==> config.mk <==
export PLATFORM = sky130hd
export DESIGN_NAME = plrc_top
export DESIGN_NICKNAME = d
export VERILOG_FILES = /design/src/logic/plrc_pkg.sv /design/src/logic/plrc_ms_tick.sv /design/src/logic/plrc_sync.sv /design/src/logic/plrc_top.sv
export VERILOG_INCLUDE_DIRS = /design/src /design/src/logic
export SDC_FILE = /design/constraint.sdc
export NUM_CORES = 1
export LEC_CHECK = 0
export BUFFER_PORTS_ARGS = -buffer_cell sky130_fd_sc_hd__clkbuf_2
export CORE_MARGIN = 2
export CORE_UTILIZATION = 45
export DETAILED_ROUTE_END_ITERATION = 16
export PLACE_DENSITY = 0.68
export SLEW_MARGIN = 20
export SYNTH_ARGS = -nofsm -noshare
export SYNTH_HDL_FRONTEND = slang
export SYNTH_SLANG_ARGS = --single-unit
==> constraint.sdc <==
create_clock -name clk_i -period 1.8 [get_ports clk_i]
set_input_delay 0 -clock clk_i [delete_from_list [all_inputs] [get_ports clk_i]]
set_output_delay 0 -clock clk_i [all_outputs]
set_load 0.05 [all_outputs]
==> src/logic/plrc_regs.svh <==
`ifndef PLRC_REGS_SVH
`define PLRC_REGS_SVH

// ----------------------------------------------------------------------------
// Register map
// ----------------------------------------------------------------------------
`define PLRC_ADDR_W          8
`define PLRC_DATA_W          8
`define PLRC_ADDR_POLICY     8'hE4
`define PLRC_ADDR_LAST       8'hE6
`define PLRC_ADDR_STATUS     8'hF0

// ----------------------------------------------------------------------------
// Field positions and reset values
// ----------------------------------------------------------------------------
`define PLRC_POLICY_LSB      5
`define PLRC_POLICY_MSB      6
`define PLRC_LAST_BIT        4
`define PLRC_ST_SUPPLY_BIT   0
`define PLRC_ST_GATE_BIT     1
`define PLRC_ST_STATE_LSB    2
`define PLRC_ST_STATE_MSB    3
`define PLRC_ST_SLEEP_BIT    4
`define PLRC_ST_RAIL_BIT     5
`define PLRC_ST_AC_BIT       6
`define PLRC_POLICY_RST      2'h0
`define PLRC_LAST_RST        1'b1

// ----------------------------------------------------------------------------
// Timing
// ----------------------------------------------------------------------------
`define PLRC_CLK_PERIOD_NS   25
`define PLRC_NS_PER_MS       1000000
`define PLRC_CYC_PER_MS      (`PLRC_NS_PER_MS / `PLRC_CLK_PERIOD_NS)
`define PLRC_SWITCH_MAX_NS   80
`define PLRC_OFF_MIN_MS      28
`define PLRC_OFF_MAX_MS      39
`define PLRC_GATE_MIN_MS     90
`define PLRC_GATE_MAX_MS     142
`define PLRC_OFF_TICKS       (`PLRC_OFF_MIN_MS + 1)
`define PLRC_GATE_TICKS      (`PLRC_GATE_MIN_MS + 1)

`endif

==> src/logic/plrc_pkg.sv <==
package plrc_pkg;

  typedef enum logic [1:0] {
    PLRC_POL_OFF  = 2'h0,
    PLRC_POL_ON   = 2'h1,
    PLRC_POL_PREV = 2'h2,
    PLRC_POL_USER = 2'h3
  } plrc_policy_e;

  typedef enum logic [1:0] {
    PLRC_ST_OFF  = 2'h0,
    PLRC_ST_ON   = 2'h1,
    PLRC_ST_DOWN = 2'h3
  } plrc_state_e;

endpackage

==> src/logic/plrc_ms_tick.sv <==
`timescale 1ns/1ps

module plrc_ms_tick #(
  parameter int CYC_PER_MS = 40000
) (
  input  wire logic clk_i,
  input  wire logic rst_n_i,
  output logic      tick_o
);

  localparam int CW = $clog2(CYC_PER_MS + 1);

  logic [CW-1:0] div_reg;

  // ----------------------------------------------------------------------------
  // Free-running divider giving one enable pulse per millisecond.
  // ----------------------------------------------------------------------------
  always_ff @(posedge clk_i or negedge rst_n_i) begin
    if (!rst_n_i) begin
      div_reg <= '0;
      tick_o  <= 1'b0;
    end else if (div_reg == CW'(CYC_PER_MS - 1)) begin
      div_reg <= '0;
      tick_o  <= 1'b1;
    end else begin
      div_reg <= div_reg + CW'(1);
      tick_o  <= 1'b0;
    end
  end

endmodule

==> src/logic/plrc_sync.sv <==
`timescale 1ns/1ps

module plrc_sync #(
  parameter int               WIDTH   = 3,
  parameter logic [WIDTH-1:0] RST_VAL = '0
) (
  input  wire logic             clk_i,
  input  wire logic             rst_n_i,
  input  wire logic [WIDTH-1:0] async_i,
  output logic      [WIDTH-1:0] sync_o
);

  logic [WIDTH-1:0] meta_reg;

  always_ff @(posedge clk_i or negedge rst_n_i) begin
    if (!rst_n_i) begin
      meta_reg <= RST_VAL;
      sync_o   <= RST_VAL;
    end else begin
      meta_reg <= async_i;
      sync_o   <= meta_reg;
    end
  end

endmodule

==> src/logic/plrc_top.sv <==
// How it works
// - Policy 00: stay off after AC returns.
// - Policy 01: always switch on after AC.
// - Policy 10: restore automatically captured previous state.
// - Policy 11: use firmware-written last-state flag.
// - Last-state flag bit 4: 0 on, 1 off.
// - Policy field bits 6:5, read/write, battery-held.
// - Rail drop with sleep high records on.
// - Rail drop with sleep low records off.
// - Supply off 28 to 39 ms after sleep.
// - Gate released 90 to 142 ms after supply.
// - Gate asserted within 80 ns of sleep.
// - Supply asserted within 80 ns of wake.
//
// Our own choice: the strobed register port.
`timescale 1ns/1ps
`include "plrc_regs.svh"

module plrc_top
  import plrc_pkg::*;
#(
  parameter int CYC_PER_MS = `PLRC_CYC_PER_MS,
  parameter int OFF_TICKS  = `PLRC_OFF_TICKS,
  parameter int GATE_TICKS = `PLRC_GATE_TICKS
) (
  input  wire logic                    clk_i,
  input  wire logic                    rst_n_i,
  input  wire logic [`PLRC_ADDR_W-1:0] addr_i,
  input  wire logic [`PLRC_DATA_W-1:0] wdata_i,
  input  wire logic                    wr_i,
  input  wire logic                    rd_i,
  output logic      [`PLRC_DATA_W-1:0] rdata_o,
  input  wire logic                    sleep_state_n_i,
  input  wire logic                    main_rail_low_i,
  input  wire logic                    ac_good_i,
  output logic                         supply_on_n_o,
  output logic                         standby_rail_gate_n_o
);

  localparam int TW = 8;

  // Synchroniser and edge-detector reset levels match the idle pin levels
  // {ac_good, rail_low, sleep_n}, so leaving reset never fakes a wake or a
  // rail drop that would power the system up or overwrite the last-state flag.
  localparam logic [2:0] PIN_RST = 3'h3;

  // ----------------------------------------------------------------------------
  // Pin synchronisers and edge detection
  // ----------------------------------------------------------------------------
  logic [2:0]   pins_s;
  logic         sleep_n_s;
  logic         rail_low_s;
  logic         ac_good_s;
  logic         sleep_n_d_reg;
  logic         rail_low_d_reg;
  logic         ac_good_d_reg;
  logic         wake_edge;
  logic         rail_drop;
  logic         ac_rise;
  logic         ms_tick;

  plrc_sync #(
    .WIDTH   (3),
    .RST_VAL (PIN_RST)
  ) u_sync (
    .clk_i   (clk_i),
    .rst_n_i (rst_n_i),
    .async_i ({ac_good_i, main_rail_low_i, sleep_state_n_i}),
    .sync_o  (pins_s)
  );

  // ----------------------------------------------------------------------------
  // Millisecond enable
  // ----------------------------------------------------------------------------

  plrc_ms_tick #(
    .CYC_PER_MS (CYC_PER_MS)
  ) u_tick (
    .clk_i   (clk_i),
    .rst_n_i (rst_n_i),
    .tick_o  (ms_tick)
  );

  assign sleep_n_s  = pins_s[0];
  assign rail_low_s = pins_s[1];
  assign ac_good_s  = pins_s[2];

  always_ff @(posedge clk_i or negedge rst_n_i) begin
    if (!rst_n_i) begin
      sleep_n_d_reg  <= PIN_RST[0];
      rail_low_d_reg <= PIN_RST[1];
      ac_good_d_reg  <= PIN_RST[2];
    end else begin
      sleep_n_d_reg  <= sleep_n_s;
      rail_low_d_reg <= rail_low_s;
      ac_good_d_reg  <= ac_good_s;
    end
  end

  assign wake_edge = sleep_n_s & ~sleep_n_d_reg;
  assign rail_drop = rail_low_s & ~rail_low_d_reg;
  assign ac_rise   = ac_good_s & ~ac_good_d_reg;

  // ----------------------------------------------------------------------------
  // Battery-held policy field and last-state flag
  // ----------------------------------------------------------------------------
  plrc_policy_e policy_reg;
  logic         last_off_reg;
  logic         wr_policy;
  logic         wr_last;

  // Writes to any other address, the status word included, are ignored.
  assign wr_policy = wr_i && (addr_i == `PLRC_ADDR_POLICY);
  assign wr_last   = wr_i && (addr_i == `PLRC_ADDR_LAST);

  always_ff @(posedge clk_i or negedge rst_n_i) begin
    if (!rst_n_i) begin
      policy_reg <= plrc_policy_e'(`PLRC_POLICY_RST);
    end else if (wr_policy) begin
      policy_reg <= plrc_policy_e'(wdata_i[`PLRC_POLICY_MSB:`PLRC_POLICY_LSB]);
    end
  end

  // Automatic capture only runs outside user mode, so a firmware preset is
  // never overwritten; a capture in the same cycle as a write wins.
  always_ff @(posedge clk_i or negedge rst_n_i) begin
    if (!rst_n_i) begin
      last_off_reg <= `PLRC_LAST_RST;
    end else if (rail_drop && policy_reg != PLRC_POL_USER) begin
      last_off_reg <= ~sleep_n_s;
    end else if (wr_last) begin
      last_off_reg <= wdata_i[`PLRC_LAST_BIT];
    end
  end

  // ----------------------------------------------------------------------------
  // Resume decision on AC recovery
  // ----------------------------------------------------------------------------
  logic resume_on;

  // Policies 10 and 11 both read the one flag; they differ only in whether
  // a rail drop may update it.
  always_comb begin
    unique case (policy_reg)
      PLRC_POL_OFF:  resume_on = 1'b0;
      PLRC_POL_ON:   resume_on = 1'b1;
      PLRC_POL_PREV: resume_on = ~last_off_reg;
      PLRC_POL_USER: resume_on = ~last_off_reg;
    endcase
  end

  // ----------------------------------------------------------------------------
  // Supply sequencer
  // ----------------------------------------------------------------------------
  plrc_state_e state_reg;
  logic [TW-1:0] off_cnt_reg;

  // Besides an AC return with resume_on set, only a rising sleep edge wakes the system from off, so a sleep input that
  // is merely high after AC recovery under an off policy keeps it off.
  // Losing AC drops the supply at once, whatever the state.
  always_ff @(posedge clk_i or negedge rst_n_i) begin
    if (!rst_n_i) begin
      state_reg     <= PLRC_ST_OFF;
      supply_on_n_o <= 1'b1;
    end else if (!ac_good_s) begin
      state_reg     <= PLRC_ST_OFF;
      supply_on_n_o <= 1'b1;
    end else begin
      unique case (state_reg)
        PLRC_ST_OFF: begin
          if ((ac_rise && resume_on) || (!ac_rise && wake_edge)) begin
            state_reg     <= PLRC_ST_ON;
            supply_on_n_o <= 1'b0;
          end
        end
        PLRC_ST_ON: begin
          if (!sleep_n_s) begin
            state_reg <= PLRC_ST_DOWN;
          end
        end
        PLRC_ST_DOWN: begin
          if (sleep_n_s) begin
            state_reg     <= PLRC_ST_ON;
            supply_on_n_o <= 1'b0;
          end else if (ms_tick && off_cnt_reg == TW'(OFF_TICKS - 1)) begin
            state_reg     <= PLRC_ST_OFF;
            supply_on_n_o <= 1'b1;
          end
        end
        default: begin
          state_reg     <= PLRC_ST_OFF;
          supply_on_n_o <= 1'b1;
        end
      endcase
    end
  end

  // ----------------------------------------------------------------------------
  // Power-down timer
  // ----------------------------------------------------------------------------
  // Counts whole millisecond ticks; the free-running tick phase makes the
  // delay land between OFF_TICKS-1 and OFF_TICKS milliseconds.
  always_ff @(posedge clk_i or negedge rst_n_i) begin
    if (!rst_n_i) begin
      off_cnt_reg <= '0;
    end else if (state_reg != PLRC_ST_DOWN) begin
      off_cnt_reg <= '0;
    end else if (ms_tick) begin
      off_cnt_reg <= off_cnt_reg + TW'(1);
    end
  end

  // ----------------------------------------------------------------------------
  // Standby-rail gate
  // ----------------------------------------------------------------------------
  logic [TW-1:0] gate_cnt_reg;
  logic          gate_run_reg;
  logic          supply_n_d_reg;
  logic          gate_due;

  always_ff @(posedge clk_i or negedge rst_n_i) begin
    if (!rst_n_i) begin
      supply_n_d_reg <= 1'b1;
    end else begin
      supply_n_d_reg <= supply_on_n_o;
    end
  end

  always_ff @(posedge clk_i or negedge rst_n_i) begin
    if (!rst_n_i) begin
      gate_run_reg <= 1'b0;
      gate_cnt_reg <= '0;
    end else if (supply_on_n_o) begin
      gate_run_reg <= 1'b0;
      gate_cnt_reg <= '0;
    end else if (supply_n_d_reg) begin
      gate_run_reg <= 1'b1;
      gate_cnt_reg <= '0;
    end else if (gate_run_reg && ms_tick) begin
      if (gate_cnt_reg == TW'(GATE_TICKS - 1)) begin
        gate_run_reg <= 1'b0;
      end
      gate_cnt_reg <= gate_cnt_reg + TW'(1);
    end
  end

  // The counter stops at GATE_TICKS and holds there while the supply stays on,
  // so a short sleep that never drops the supply releases the gate again as
  // soon as the sleep input returns high.
  assign gate_due = (gate_cnt_reg == TW'(GATE_TICKS));

  // ----------------------------------------------------------------------------
  // Standby-rail gate output
  // ----------------------------------------------------------------------------
  always_ff @(posedge clk_i or negedge rst_n_i) begin
    if (!rst_n_i) begin
      standby_rail_gate_n_o <= 1'b0;
    end else if (!sleep_n_s || supply_on_n_o) begin
      standby_rail_gate_n_o <= 1'b0;
    end else if (gate_due) begin
      standby_rail_gate_n_o <= 1'b1;
    end
  end

  // ----------------------------------------------------------------------------
  // Register read port
  // ----------------------------------------------------------------------------
  // Read data stands for one cycle after the strobe and is zero otherwise,
  // so a bus that merges several slaves never sees a stale value.
  logic [`PLRC_DATA_W-1:0] rd_val;

  always_comb begin
    rd_val = '0;
    unique case (addr_i)
      `PLRC_ADDR_POLICY: begin
        rd_val[`PLRC_POLICY_MSB:`PLRC_POLICY_LSB] = policy_reg;
      end
      `PLRC_ADDR_LAST: begin
        rd_val[`PLRC_LAST_BIT] = last_off_reg;
      end
      `PLRC_ADDR_STATUS: begin
        rd_val[`PLRC_ST_SUPPLY_BIT]                      = supply_on_n_o;
        rd_val[`PLRC_ST_GATE_BIT]                        = standby_rail_gate_n_o;
        rd_val[`PLRC_ST_STATE_MSB:`PLRC_ST_STATE_LSB]    = state_reg;
        rd_val[`PLRC_ST_SLEEP_BIT]                       = sleep_n_s;
        rd_val[`PLRC_ST_RAIL_BIT]                        = rail_low_s;
        rd_val[`PLRC_ST_AC_BIT]                          = ac_good_s;
      end
      default: begin
        rd_val = '0;
      end
    endcase
  end

  always_ff @(posedge clk_i or negedge rst_n_i) begin
    if (!rst_n_i) begin
      rdata_o <= '0;
    end else if (rd_i) begin
      rdata_o <= rd_val;
    end else begin
      rdata_o <= '0;
    end
  end

endmodule

======== Word level (Yosys, flattened, before mapping) ========
Cells that the tools add are included.
storage, ports and cells
  register bits after elaboration ......... 59
  output and inout bits ................... 10
  logic and storage cells ................. 99
cells by class
  add/sub/neg operators ................... 3
  eq/ne operators ......................... 18
  muxes and demuxes ....................... 31
  bitwise gates (word level) .............. 8
  reduce and logical (&&, ||, !) cells .... 22
operators with widths
  kind                     count
  $mux W8                  5
  $eq A8 B8 Y1 const B     3
  $add A16 B1 Y16 const B  1
  $add A8 B1 Y8 const B    2
  $eq A16 B16 Y1 const B   1
  $eq A8 B7 Y1 const B     2
  $mux W16                 1
  $mux W1                  13
  $mux W2                  5
  $eq A8 B5 Y1 const B     1
  $logic_and A1 B1 Y1      7
  $mux W7                  1
  $eq A2 B2 Y1 const B     3
  $ne A2 B2 Y1 const B     3
  $ne A3 B3 Y1 const B     2
  $pmux W1 S3              2
  $pmux W2 S3              1
  $reduce_and A3 Y1        2
  $reduce_bool A2 Y1       3
  $reduce_bool A3 Y1       2
  $not A1 Y1               5
  $eq A2 B1 Y1 const B     2
  $logic_not A2 Y1         2
  $mux W4                  1
  other kinds (8)          12

======== Depth between registers and ports, before layout ========
Gate-level depths: netlist (run 1).
  depth after elaboration ................. 8
  depth in mapped cells ................... 6
  gate-level depth less buffers ........... 6

======== Cells and area by module ========
Synthesis (run 1) repeated with hierarchy kept, for this count alone.
second synthesis, totals
  cell total of the unflattened synthesis .. 232
  area, all modules ....................... 2625.0 µm²
modules (own cells, without submodules)
  module        times used  cells an instance  area an instance (µm²)  sequential area each (µm²)
  plrc_top      1           156                1701.6                  882.1
  plrc_ms_tick  1           70                 768.2                   425.4
  plrc_sync     1           6                  155.1                   155.1

======== Worst setup path after synthesis (run 1) ========
OpenSTA, ideal clock, no wires.
  path kind ............................... register -> register
  from .................................... register u_tick.div_reg[0]
  to ...................................... register u_tick.div_reg[12]
  library setup time ...................... 73 ps
  data arrival time ....................... 1602 ps
  required time ........................... 1727 ps
  slack ................................... 125 ps
  stages on the path, launching flop included .. 7
  path buffers ............................ 1
  period minus slack after synthesis ...... 1675 ps
  cells stage by stage .................... dfrtp_1 ha_1 nand3_2 or2_0 clkbuf_2 or4_4 a21oi_2
on the way
  word-level cells in the longest chain between the ends .. 2
ends and longest elaborated chain
  item                                               line                                    text
  start: declaration                                 plrc_ms_tick.sv:13                      logic [CW-1:0] div_reg;
  start signal: assignment                           plrc_ms_tick.sv:26                      div_reg <= div_reg + CW'(1);
  $add A16 B1 Y16 or $eq A16 B16 Y1 (tied branches)  plrc_ms_tick.sv:26, plrc_ms_tick.sv:22
  $mux W16 (*)                                       plrc_ms_tick.sv:22                      end else if (div_reg == CW'(CYC_PER_MS - 1)) begin
Mark *: on every way between the ends. The rest lies on a longest branch, timed or not.
A chain may end at the register's enable or synchronous reset.

======== Worst setup path in the final report (run 1) ========
  from .................................... register off_cnt_reg[0]
  to ...................................... register supply_on_n_o
on the way
  word-level cells in the longest chain between the ends .. 4
ends and longest elaborated chain
  item                         line             text
  start: declaration           plrc_top.sv:156  logic [TW-1:0] off_cnt_reg;
  start signal: assignment     plrc_top.sv:209  off_cnt_reg <= off_cnt_reg + TW'(1);
  $eq A8 B5 Y1                 plrc_top.sv:185  end else if (ms_tick && off_cnt_reg == TW'(OFF_TICKS - 1)) begin
  $logic_and A1 B1 Y1          plrc_top.sv:185
  $ne A4 B4 Y1 (no line)       -
  $reduce_and A3 Y1 (no line)  -
  end signal: assignment       plrc_top.sv:184  supply_on_n_o <= 1'b0;
  end signal: assignment       plrc_top.sv:187  supply_on_n_o <= 1'b1;
  end signal: assignment       plrc_top.sv:192  supply_on_n_o <= 1'b1;
  end: declaration             plrc_top.sv:36   output logic supply_on_n_o,
No other way between the ends.

==> results of run 1 <==
[where the power goes]
group          internal, mW  switching (mW)  total (mW)
Clock                 0.633           0.471        1.10
Combinational        0.0763          0.0914       0.168
Sequential             1.35          0.0402        1.39
Total                  2.06           0.602        2.67
[routing by layer]
| layer | GRT usage [%] | share of wire (%) |
|---|---|---|
| met1 | 18.54 | 44 |
| met2 | 26.22 | 50 |
| met3 | 7.692 | 5.0 |
| met4 | 7.241 | 1.1 |
| met5 | 0 | 0 |
[area by class of cell]
type,count,area (µm²),area share (%)
Sequential cell,58,1463,47.21
Tap cell,72,90.09,2.908
Clock buffer,12,135.1,4.362
Timing Repair Buffer,42,287.8,9.289
Inverter,10,37.54,1.212
Clock inverter,4,45.04,1.454
Multi-Input combinational cell,156,1040,33.56
[worst max-delay path by stage]
stage	to	slack (ps)	cells past startpoint
2_1_floorplan	u_tick.div_reg[12]	130	6
3_3_place_gp	u_tick.div_reg[12]	190	5
3_5_place_dp	u_tick.div_reg[12]	160	5
4_1_cts	supply_on_n_o	150	6
5_1_grt	state_reg[0]	10	6
6_report	supply_on_n_o	140	6
[cell usage in the layout, fill, tap and decap left out, types with 6 or more instances in the layout]
cell | netlist | routed
nor2_1 | 25 | 25
dlygate4sd3_1 | 0 | 10
dfrtp_1 | 49 | 49
inv_1 | 10 | 10
nand4_1 | 9 | 9
xor2_1 | 11 | 11
clkbuf_8 | 0 | 9
nand3_1 | 13 | 13
clkbuf_2 | 1 | 26
nand2_1 | 11 | 11
dfstp_2 | 9 | 9
and3_1 | 6 | 6
xnor2_1 | 12 | 12
[worst reg2reg max path, stage by stage, from the launching register on]
cell	delay (ps)
dfrtp_1	430
inv_1	60
ha_1	190
nor4b_1	140
a2111o_1	470
a21boi_0	170
nand4b_1	120
[kinds of logic (layout without fill, tap and decap cells)]
family                     after synthesis  in the layout  synth area share (%)
adders and majority gates                5              5                 2.432
xor gates and xnor gates                23             23                 7.831
DFF                                     58             58                 56.86
AOI/OAI and AO/OA                       21             21                 6.031
and+or+nand+nor                        100            100                 21.55
muxes                                    6              6                 2.432
buffers and inverters                   15             68                 2.723
other                                    1              1                0.1458
==> results.toml, run 1 <==
[clock_network]
cts_made_buffers = 9
cts_setup_buffers = 0
cts_buffer_depth = 2
clkSinkCount = 58
hold_buffers = 10
cts-root-buf = "clkbuf_8"
clk_transition_reported_paths_ps = 60
post_cts_resized = 0
worstSkewPairLatency_ps = 330
cts_tree = "built"
h-tree-depth = 3

[place]
io_buffers = 26
gp_congestion = 0.7879
dp.cells = 328
dpl_cell_area_um2 = 2818
place_ws_ps = 156.3
dp_hpwl_mm = 2.803

[timing]
fmax_mhz = 602.3
fin_crit_ps = 1660
hold_viol = 0
grt_setup_unrepaired = "false"
fin_setup_tns_ps = 0
fin_worst_skew_ps = 8.161
report.final.slew_viol_count = 0
setup_violations = 0
finalCritPeriodShare_pct = 92.24
fin_ws_ps = 139.7
holdWs_ps = 74.59

[yosys]
synthCells = 229
synthTopCellsByArea = "dfrtp_1, dfstp_2, xnor2_1"
synth_edf_count = 0
synth.most_common_cell = "dfrtp_1"
synth_top_area_share_pct = 47.67
ys.flop_type = "dfrtp_1"
yosysWarnings = 0
yosys.area.top_type = "dfrtp_1"
syn_nets = 257
synthTopCellsByCount = "dfrtp_1, nor2_1, nand3_1, xnor2_1"
ys_types = 51
synth-async-reset-ratio_pct = 100.0
ys_seq_area_share_pct = 56.86
syn_area_per_cell_um2 = 11.23
ys_ff_latch = 58
netlist_area_um2 = 2572

[cells_and_area]
largest_reg_flops = 16
antennaDiodeCount = 0
syn_to_final_growth_pct = 20.43
layoutNonFillerInstCount = 354
design_area_um2 = 3098
final_nets = 305
fill_cells = 465
drive_gt1_share_pct = 22.70
final_util_pct = 56.26

[power_and_ir_drop]
power.leakage_nw = 1.380
power_density_nw_per_um2 = 860.5
ir_worst_vdd_uv = 469.6
power.total_mw = 2.666

[routing]
drt_wl_total_mm = 4.345
drc = 0
wire_per_inst_um = 12.27
dr.pass1.iters = 4
drtIter0Drc = 66
ant_nets = 0
vias_per_cell = 5.014
vias = 1775

[floorplan]
fp-row-count = 27
dieArea_um2 = 6338
initial_core_util_pct = 46.72
core_area_um2 = 5507
die_w_um = 79.61
top_level_ports = 33
fp.dieH_um = 79.61

[setup_path]
startpoint = "off_cnt_reg[0]"
crit_type = "reg -> reg"
rr_worst_depth = 6
arrival_ps = 1930
endpoint_kind = "flip-flop"
critPathBufInv = 1
cp.required_ps = 2070
reg2reg_to = "supply_on_n_o"
critical-path-top-delay-family = "compound AO/OA/AOI/OAI gates"
slowest_delay_ps = 470
critical_path.max_fanout = 6
crit_path_top_delay_cell = "a2111o_1"
startpoint_type = "flip-flop"
path_cells = "inv_1, ha_1, nor4b_1, a2111o_1, a21boi_0, nand4b_1"
r2r_setup_slack_ps = 140
crit-reg2reg-launch = "off_cnt_reg[0]"

[run_status]
run_status = "finished, final reports clean"

[flow_run]
drv_cap = 0

[global_routing]
grt_overflow = 0
grt_max_degree = 59
grt_usage_pct = 16.35
grt_pass1_wl_mm = 7.707
first_global_vias = 1831
antenna_found_initial = 0

[worst_hold_path]
min_path_type = "in -> reg"
hold_depth = 4
hold_end = "rdata_o[6]"
hp-start = "addr_i[4]"
No activity file was read; power rests on OpenSTA's default activity.
==> inputs of run 2 (changes only) <==
--- a/config.mk
+++ b/config.mk
@@ -10,7 +10,7 @@
 export CORE_MARGIN = 2
 export CORE_UTILIZATION = 45
 export DETAILED_ROUTE_END_ITERATION = 16
-export PLACE_DENSITY = 0.68
+export PLACE_DENSITY = 0.7
 export SLEW_MARGIN = 20
 export SYNTH_ARGS = -nofsm -noshare
 export SYNTH_HDL_FRONTEND = slang
==> constraint.sdc (replaced) <==
create_clock -name clk_i -period 1.4 [get_ports clk_i]
set_input_delay 0 -clock clk_i [delete_from_list [all_inputs] [get_ports clk_i]]
set_output_delay 0 -clock clk_i [all_outputs]
set_load 0.05 [all_outputs]
==> results.toml, run 2 (synthesis results as in run 1) <==
[floorplan]
die_w_um = 79.61
fp-row-count = 27
initial_core_util_pct = 46.72
top_level_ports = 33
dieArea_um2 = 6338
core_area_um2 = 5507
fp.dieH_um = 79.61

[clock_network]
cts_tree = "built"
h-tree-depth = 3
cts_buffer_depth = 2
clkSinkCount = 58
cts_made_buffers = 9
cts-root-buf = "clkbuf_8"
worstSkewPairLatency_ps = 340
clk_transition_reported_paths_ps = 60

[place]
io_buffers = 26
gp_congestion = 0.7961
place_ws_ps = -84.16
dp_hpwl_mm = 3.423

[global_routing]
grt_max_degree = 43
grt_usage_pct = 17.91
grt_overflow = 0
grt_pass1_wl_mm = 8.507
antenna_found_initial = 0
first_global_vias = 1924

[setup_path]
arrival_ps = 1790
rr_worst_depth = 5
endpoint_kind = "flip-flop"
critical_path.max_fanout = 2
crit_path_top_delay_cell = "or4_4"
crit-reg2reg-launch = "u_tick.div_reg[1]"
cp.required_ps = 1670
reg2reg_to = "u_tick.div_reg[12]"
startpoint_type = "flip-flop"
slowest_delay_ps = 480
crit_type = "reg -> reg"
path_cells = "ha_2, nand3_2, or2_1, or4_4, a21oi_2"
r2r_setup_slack_ps = -120

[timing]
setup_violations = 12
fin_setup_tns_ps = -882.4
fin_worst_skew_ps = 6.756
report.final.slew_viol_count = 0
grt_setup_unrepaired = "true"
fin_crit_ps = 1520
fmax_mhz = 658.0
hold_viol = 0
finalCritPeriodShare_pct = 108.5
fin_ws_ps = -119.7

[worst_hold_path]
min_path_type = "in -> reg"
hold_depth = 4
hp-start = "addr_i[4]"
hold_end = "rdata_o[5]"

[cells_and_area]
fill_cells = 433
antennaDiodeCount = 0
drive_gt1_share_pct = 35.99
final_util_pct = 61.71
final_nets = 337
layout_common_cells = "dfrtp_1, buf_4, clkbuf_2"
syn_to_final_growth_pct = 32.10
largest_reg_flops = 16
layout_commonest_cell = "dfrtp_1"

[run_status]
violations = "setup timing"
run_status = "finished with violations"

[power_and_ir_drop]
power.total_mw = 3.270
ir_worst_vdd_uv = 727.2
power.leakage_nw = 1.544
power_density_nw_per_um2 = 962.4

[routing]
wire_per_inst_um = 13.05
vias = 1956
drtIter0Drc = 67
ant_nets = 0
vias_per_cell = 5.067
dr.pass1.iters = 4
drc = 0
drt_wl_total_mm = 5.039

[flow_run]
drv_cap = 0
[run 2: cell type report]
class | count | area [µm²] | share of cell area, %
flip-flops and latches | 58 | 1463 | 43.04
multi-input cells | 156 | 1114 | 32.77
repair buffers | 74 | 539.3 | 15.87
clock buffers | 12 | 135.1 | 3.976
well taps | 72 | 90.09 | 2.651
inverters | 10 | 37.54 | 1.105
clock inverters | 4 | 20.02 | 0.5891
[run 2: worst max path at each step]
stage,cells past startpoint,slack [ps],endpoint,from
after CTS,5,-80,u_tick.div_reg[12],u_tick.div_reg[0]
after floorplan,6,-230,u_tick.div_reg[12],u_tick.div_reg[0]
after global routing,5,-210,u_tick.div_reg[11],u_tick.div_reg[7]
after global placement,5,-50,u_tick.div_reg[12],u_tick.div_reg[1]
after detailed placement,5,-80,u_tick.div_reg[12],u_tick.div_reg[1]
final,5,-120,u_tick.div_reg[12],u_tick.div_reg[1]
[run 2: report_power, final]
part           total, mW  switching (mW)  internal (mW)
Sequential          1.79          0.0483           1.74
Combinational      0.232           0.126          0.106
Clock               1.25           0.619          0.629
Total               3.27           0.793           2.48
[run 2: repair_timing]
| action | CTS | global route |
|---|---|---|
| buffers inserted | 2 | 1 |
| endpoints found under the hold margin | 60 | 0 |
| setup endpoints to repair | 10 | 21 |
| pin swaps | 6 | 5 |
| hold buffers | 10 | 0 |
| gates resized for setup | 7 | 14 |
[run 2: per-stage QoR]
step / area [µm²] / instances / hold WS (ps)
global route: 3398 / 386 / 63.39
detailed placement: 3049 / 357 / -37.13
CTS: 3339 / 385 / 43.18
floorplan: 2586 / 229 / -295.6
global placement: 3049 / 357 / -41.54
finish: 3398 / 386 / 59.79
[run 2: critical path: cells and delay by family, from the launching register on]
kind            cells  cell delay [ps]
fa+ha+maj           1              190
simple gates        3              790
flops               1              360
compound gates      1              120
[run 2: per-layer routing]
layer / vias to the layer above / wire length (µm) / global-route usage [%]
met5: - / 0 / 0
met4: 0 / 91 / 8.276
met1: 948 / 2146 / 21.32
li1: 963 / - / -
met3: 10 / 231 / 6.787
met2: 35 / 2570 / 28.66
==> inputs of run 3 (changes only) <==
--- a/config.mk
+++ b/config.mk
@@ -8,10 +8,11 @@
 export LEC_CHECK = 0
 export BUFFER_PORTS_ARGS = -buffer_cell sky130_fd_sc_hd__clkbuf_2
 export CORE_MARGIN = 2
-export CORE_UTILIZATION = 45
+export CORE_UTILIZATION = 43
 export DETAILED_ROUTE_END_ITERATION = 16
-export PLACE_DENSITY = 0.7
+export PLACE_DENSITY = 0.68
 export SLEW_MARGIN = 20
 export SYNTH_ARGS = -nofsm -noshare
 export SYNTH_HDL_FRONTEND = slang
 export SYNTH_SLANG_ARGS = --single-unit
+export TNS_END_PERCENT = 50
==> results.toml, run 3 (synthesis results as in run 1) <==
[run_status]
run_status = "finished with violations"
violations = "setup timing"

[floorplan]
dieArea_um2 = 6617
top_level_ports = 33
core_area_um2 = 5851
fp-row-count = 28
die_w_um = 81.35
initial_core_util_pct = 43.97
fp.dieH_um = 81.35

[timing]
finalCritPeriodShare_pct = 106.6
fin_crit_ps = 1493
fin_worst_skew_ps = 10.89
holdWs_ps = 49.47
setup_violations = 10
fin_ws_ps = -92.87
report.final.slew_viol_count = 0
grt_setup_unrepaired = "true"
hold_viol = 0
fmax_mhz = 669.8

[worst_hold_path]
hold_depth = 4
hp-start = "addr_i[4]"
min_path_type = "in -> reg"

[clock_network]
clkSinkCount = 58
cts_made_buffers = 9
cts-root-buf = "clkbuf_8"
clk_transition_reported_paths_ps = 70
cts_tree = "built"
worstSkewPairLatency_ps = 350
h-tree-depth = 3
cts_buffer_depth = 2

[flow_run]
drv_cap = 0

[setup_path]
crit_type = "reg -> reg"
slowest_delay_ps = 480
critical_path.max_fanout = 2
endpoint_kind = "flip-flop"
arrival_ps = 1780
critical-path-top-delay-family = "simple AND/OR/NAND/NOR gates"
startpoint = "u_tick.div_reg[1]"
crit_path_top_delay_cell = "or4_4"
crit_cells = 5
rr_worst_depth = 5
critPathBufInv = 0
crit-reg2reg-launch = "u_tick.div_reg[1]"
path_cells = "ha_2, nand3_2, or2_1, or4_4, a21oi_2"
startpoint_type = "flip-flop"
cp.required_ps = 1690

[power_and_ir_drop]
power_density_nw_per_um2 = 1092
ir_worst_vdd_uv = 820.1
power.total_mw = 3.759
power.leakage_nw = 1.580

[place]
io_buffers = 26
gp_congestion = 0.7777
dp_hpwl_mm = 3.453
place_ws_ps = -95.38

[cells_and_area]
final_nets = 338
syn_to_final_growth_pct = 33.85
drive_gt1_share_pct = 33.97
layout_commonest_cell = "dfrtp_1"
layout_common_cells = "dfrtp_1, buf_4, clkbuf_2"
antennaDiodeCount = 0
largest_reg_flops = 16
final_util_pct = 58.85

[global_routing]
grt_usage_pct = 17.27
grt_pass1_wl_mm = 8.473
grt_max_degree = 34
antenna_found_initial = 0
grt_overflow = 0
first_global_vias = 1936

[routing]
wire_per_inst_um = 12.97
drtIter0Drc = 75
drc = 0
vias_per_cell = 4.982
dr.pass1.iters = 4
ant_nets = 0
vias = 1943
drt_wl_total_mm = 5.057
run 3: cell count changes in the layout (fill, tap and decap cells not counted), moves of 2 or more:
cell       change
buf_6          -2
bufinv_16      +2
buf_4          +3
nor2_2         -2
clkinv_2       -2
clkbuf_1       -2
run 3: final timing paths:
path	to	slack [ps]
max in group asynchronous	supply_on_n_o	760
hold reg to reg	u_sync.sync_o[1]	360
min in group asynchronous	gate_cnt_reg[7]	60
setup reg to reg	u_tick.div_reg[12]	-90
setup / recovery	u_tick.div_reg[12]	-90
hold / removal	rdata_o[5]	50
run 3: repair_timing:
item	in CTS	in global routing
hold buffers	10	0
resized for setup	4	8
setup buffers	1	2
cloned	0	0
pin swaps	4	6
hold endpoints to repair	58	0
endpoints found under the setup margin	11	17
run 3: tightest hold or removal path: cells and delay by family:
kind | cells | cell delay (ps)
buf+inv | 1 | 90
compound gates | 1 | 140
simple gates | 2 | 130
run 3: power by group:
group	total, mW	switching (mW)	internal (mW)	leakage, nW
Clock	1.73	0.686	1.04	0.109
Combinational	0.248	0.134	0.114	0.717
Sequential	1.78	0.0401	1.74	0.754
Total	3.76	0.861	2.90	1.58
run 3: metrics by stage:
stage	TNS, ps	area, µm²	std cells
after floorplan	-885.6	2586	229
after global placement	-137.6	3060	361
after detailed placement	-303.6	3060	361
after CTS	-402.6	3396	388
after global routing	-1434	3443	390
final	-445.9	3443	390
run 3: final cells by class:
type	instances	area, µm²
Clock buffer	11	141.4
Clock inverter	5	77.57
Fill cell	465	2407
Inverter	10	37.54
Multi-Input combinational cell	156	1091
Sequential cell	58	1463
Tap cell	75	93.84
Timing Repair Buffer	75	539.3
run 3: metal layers:
layer  part of all wire (%)  GRT usage (%)  vias to the layer above
li1                       -              -                      960
met1                     44          20.63                      943
met2                     50          28.03                       32
met3                    4.0          5.667                        8
met4                    1.5          8.305                        0
met5                      0              0                        -
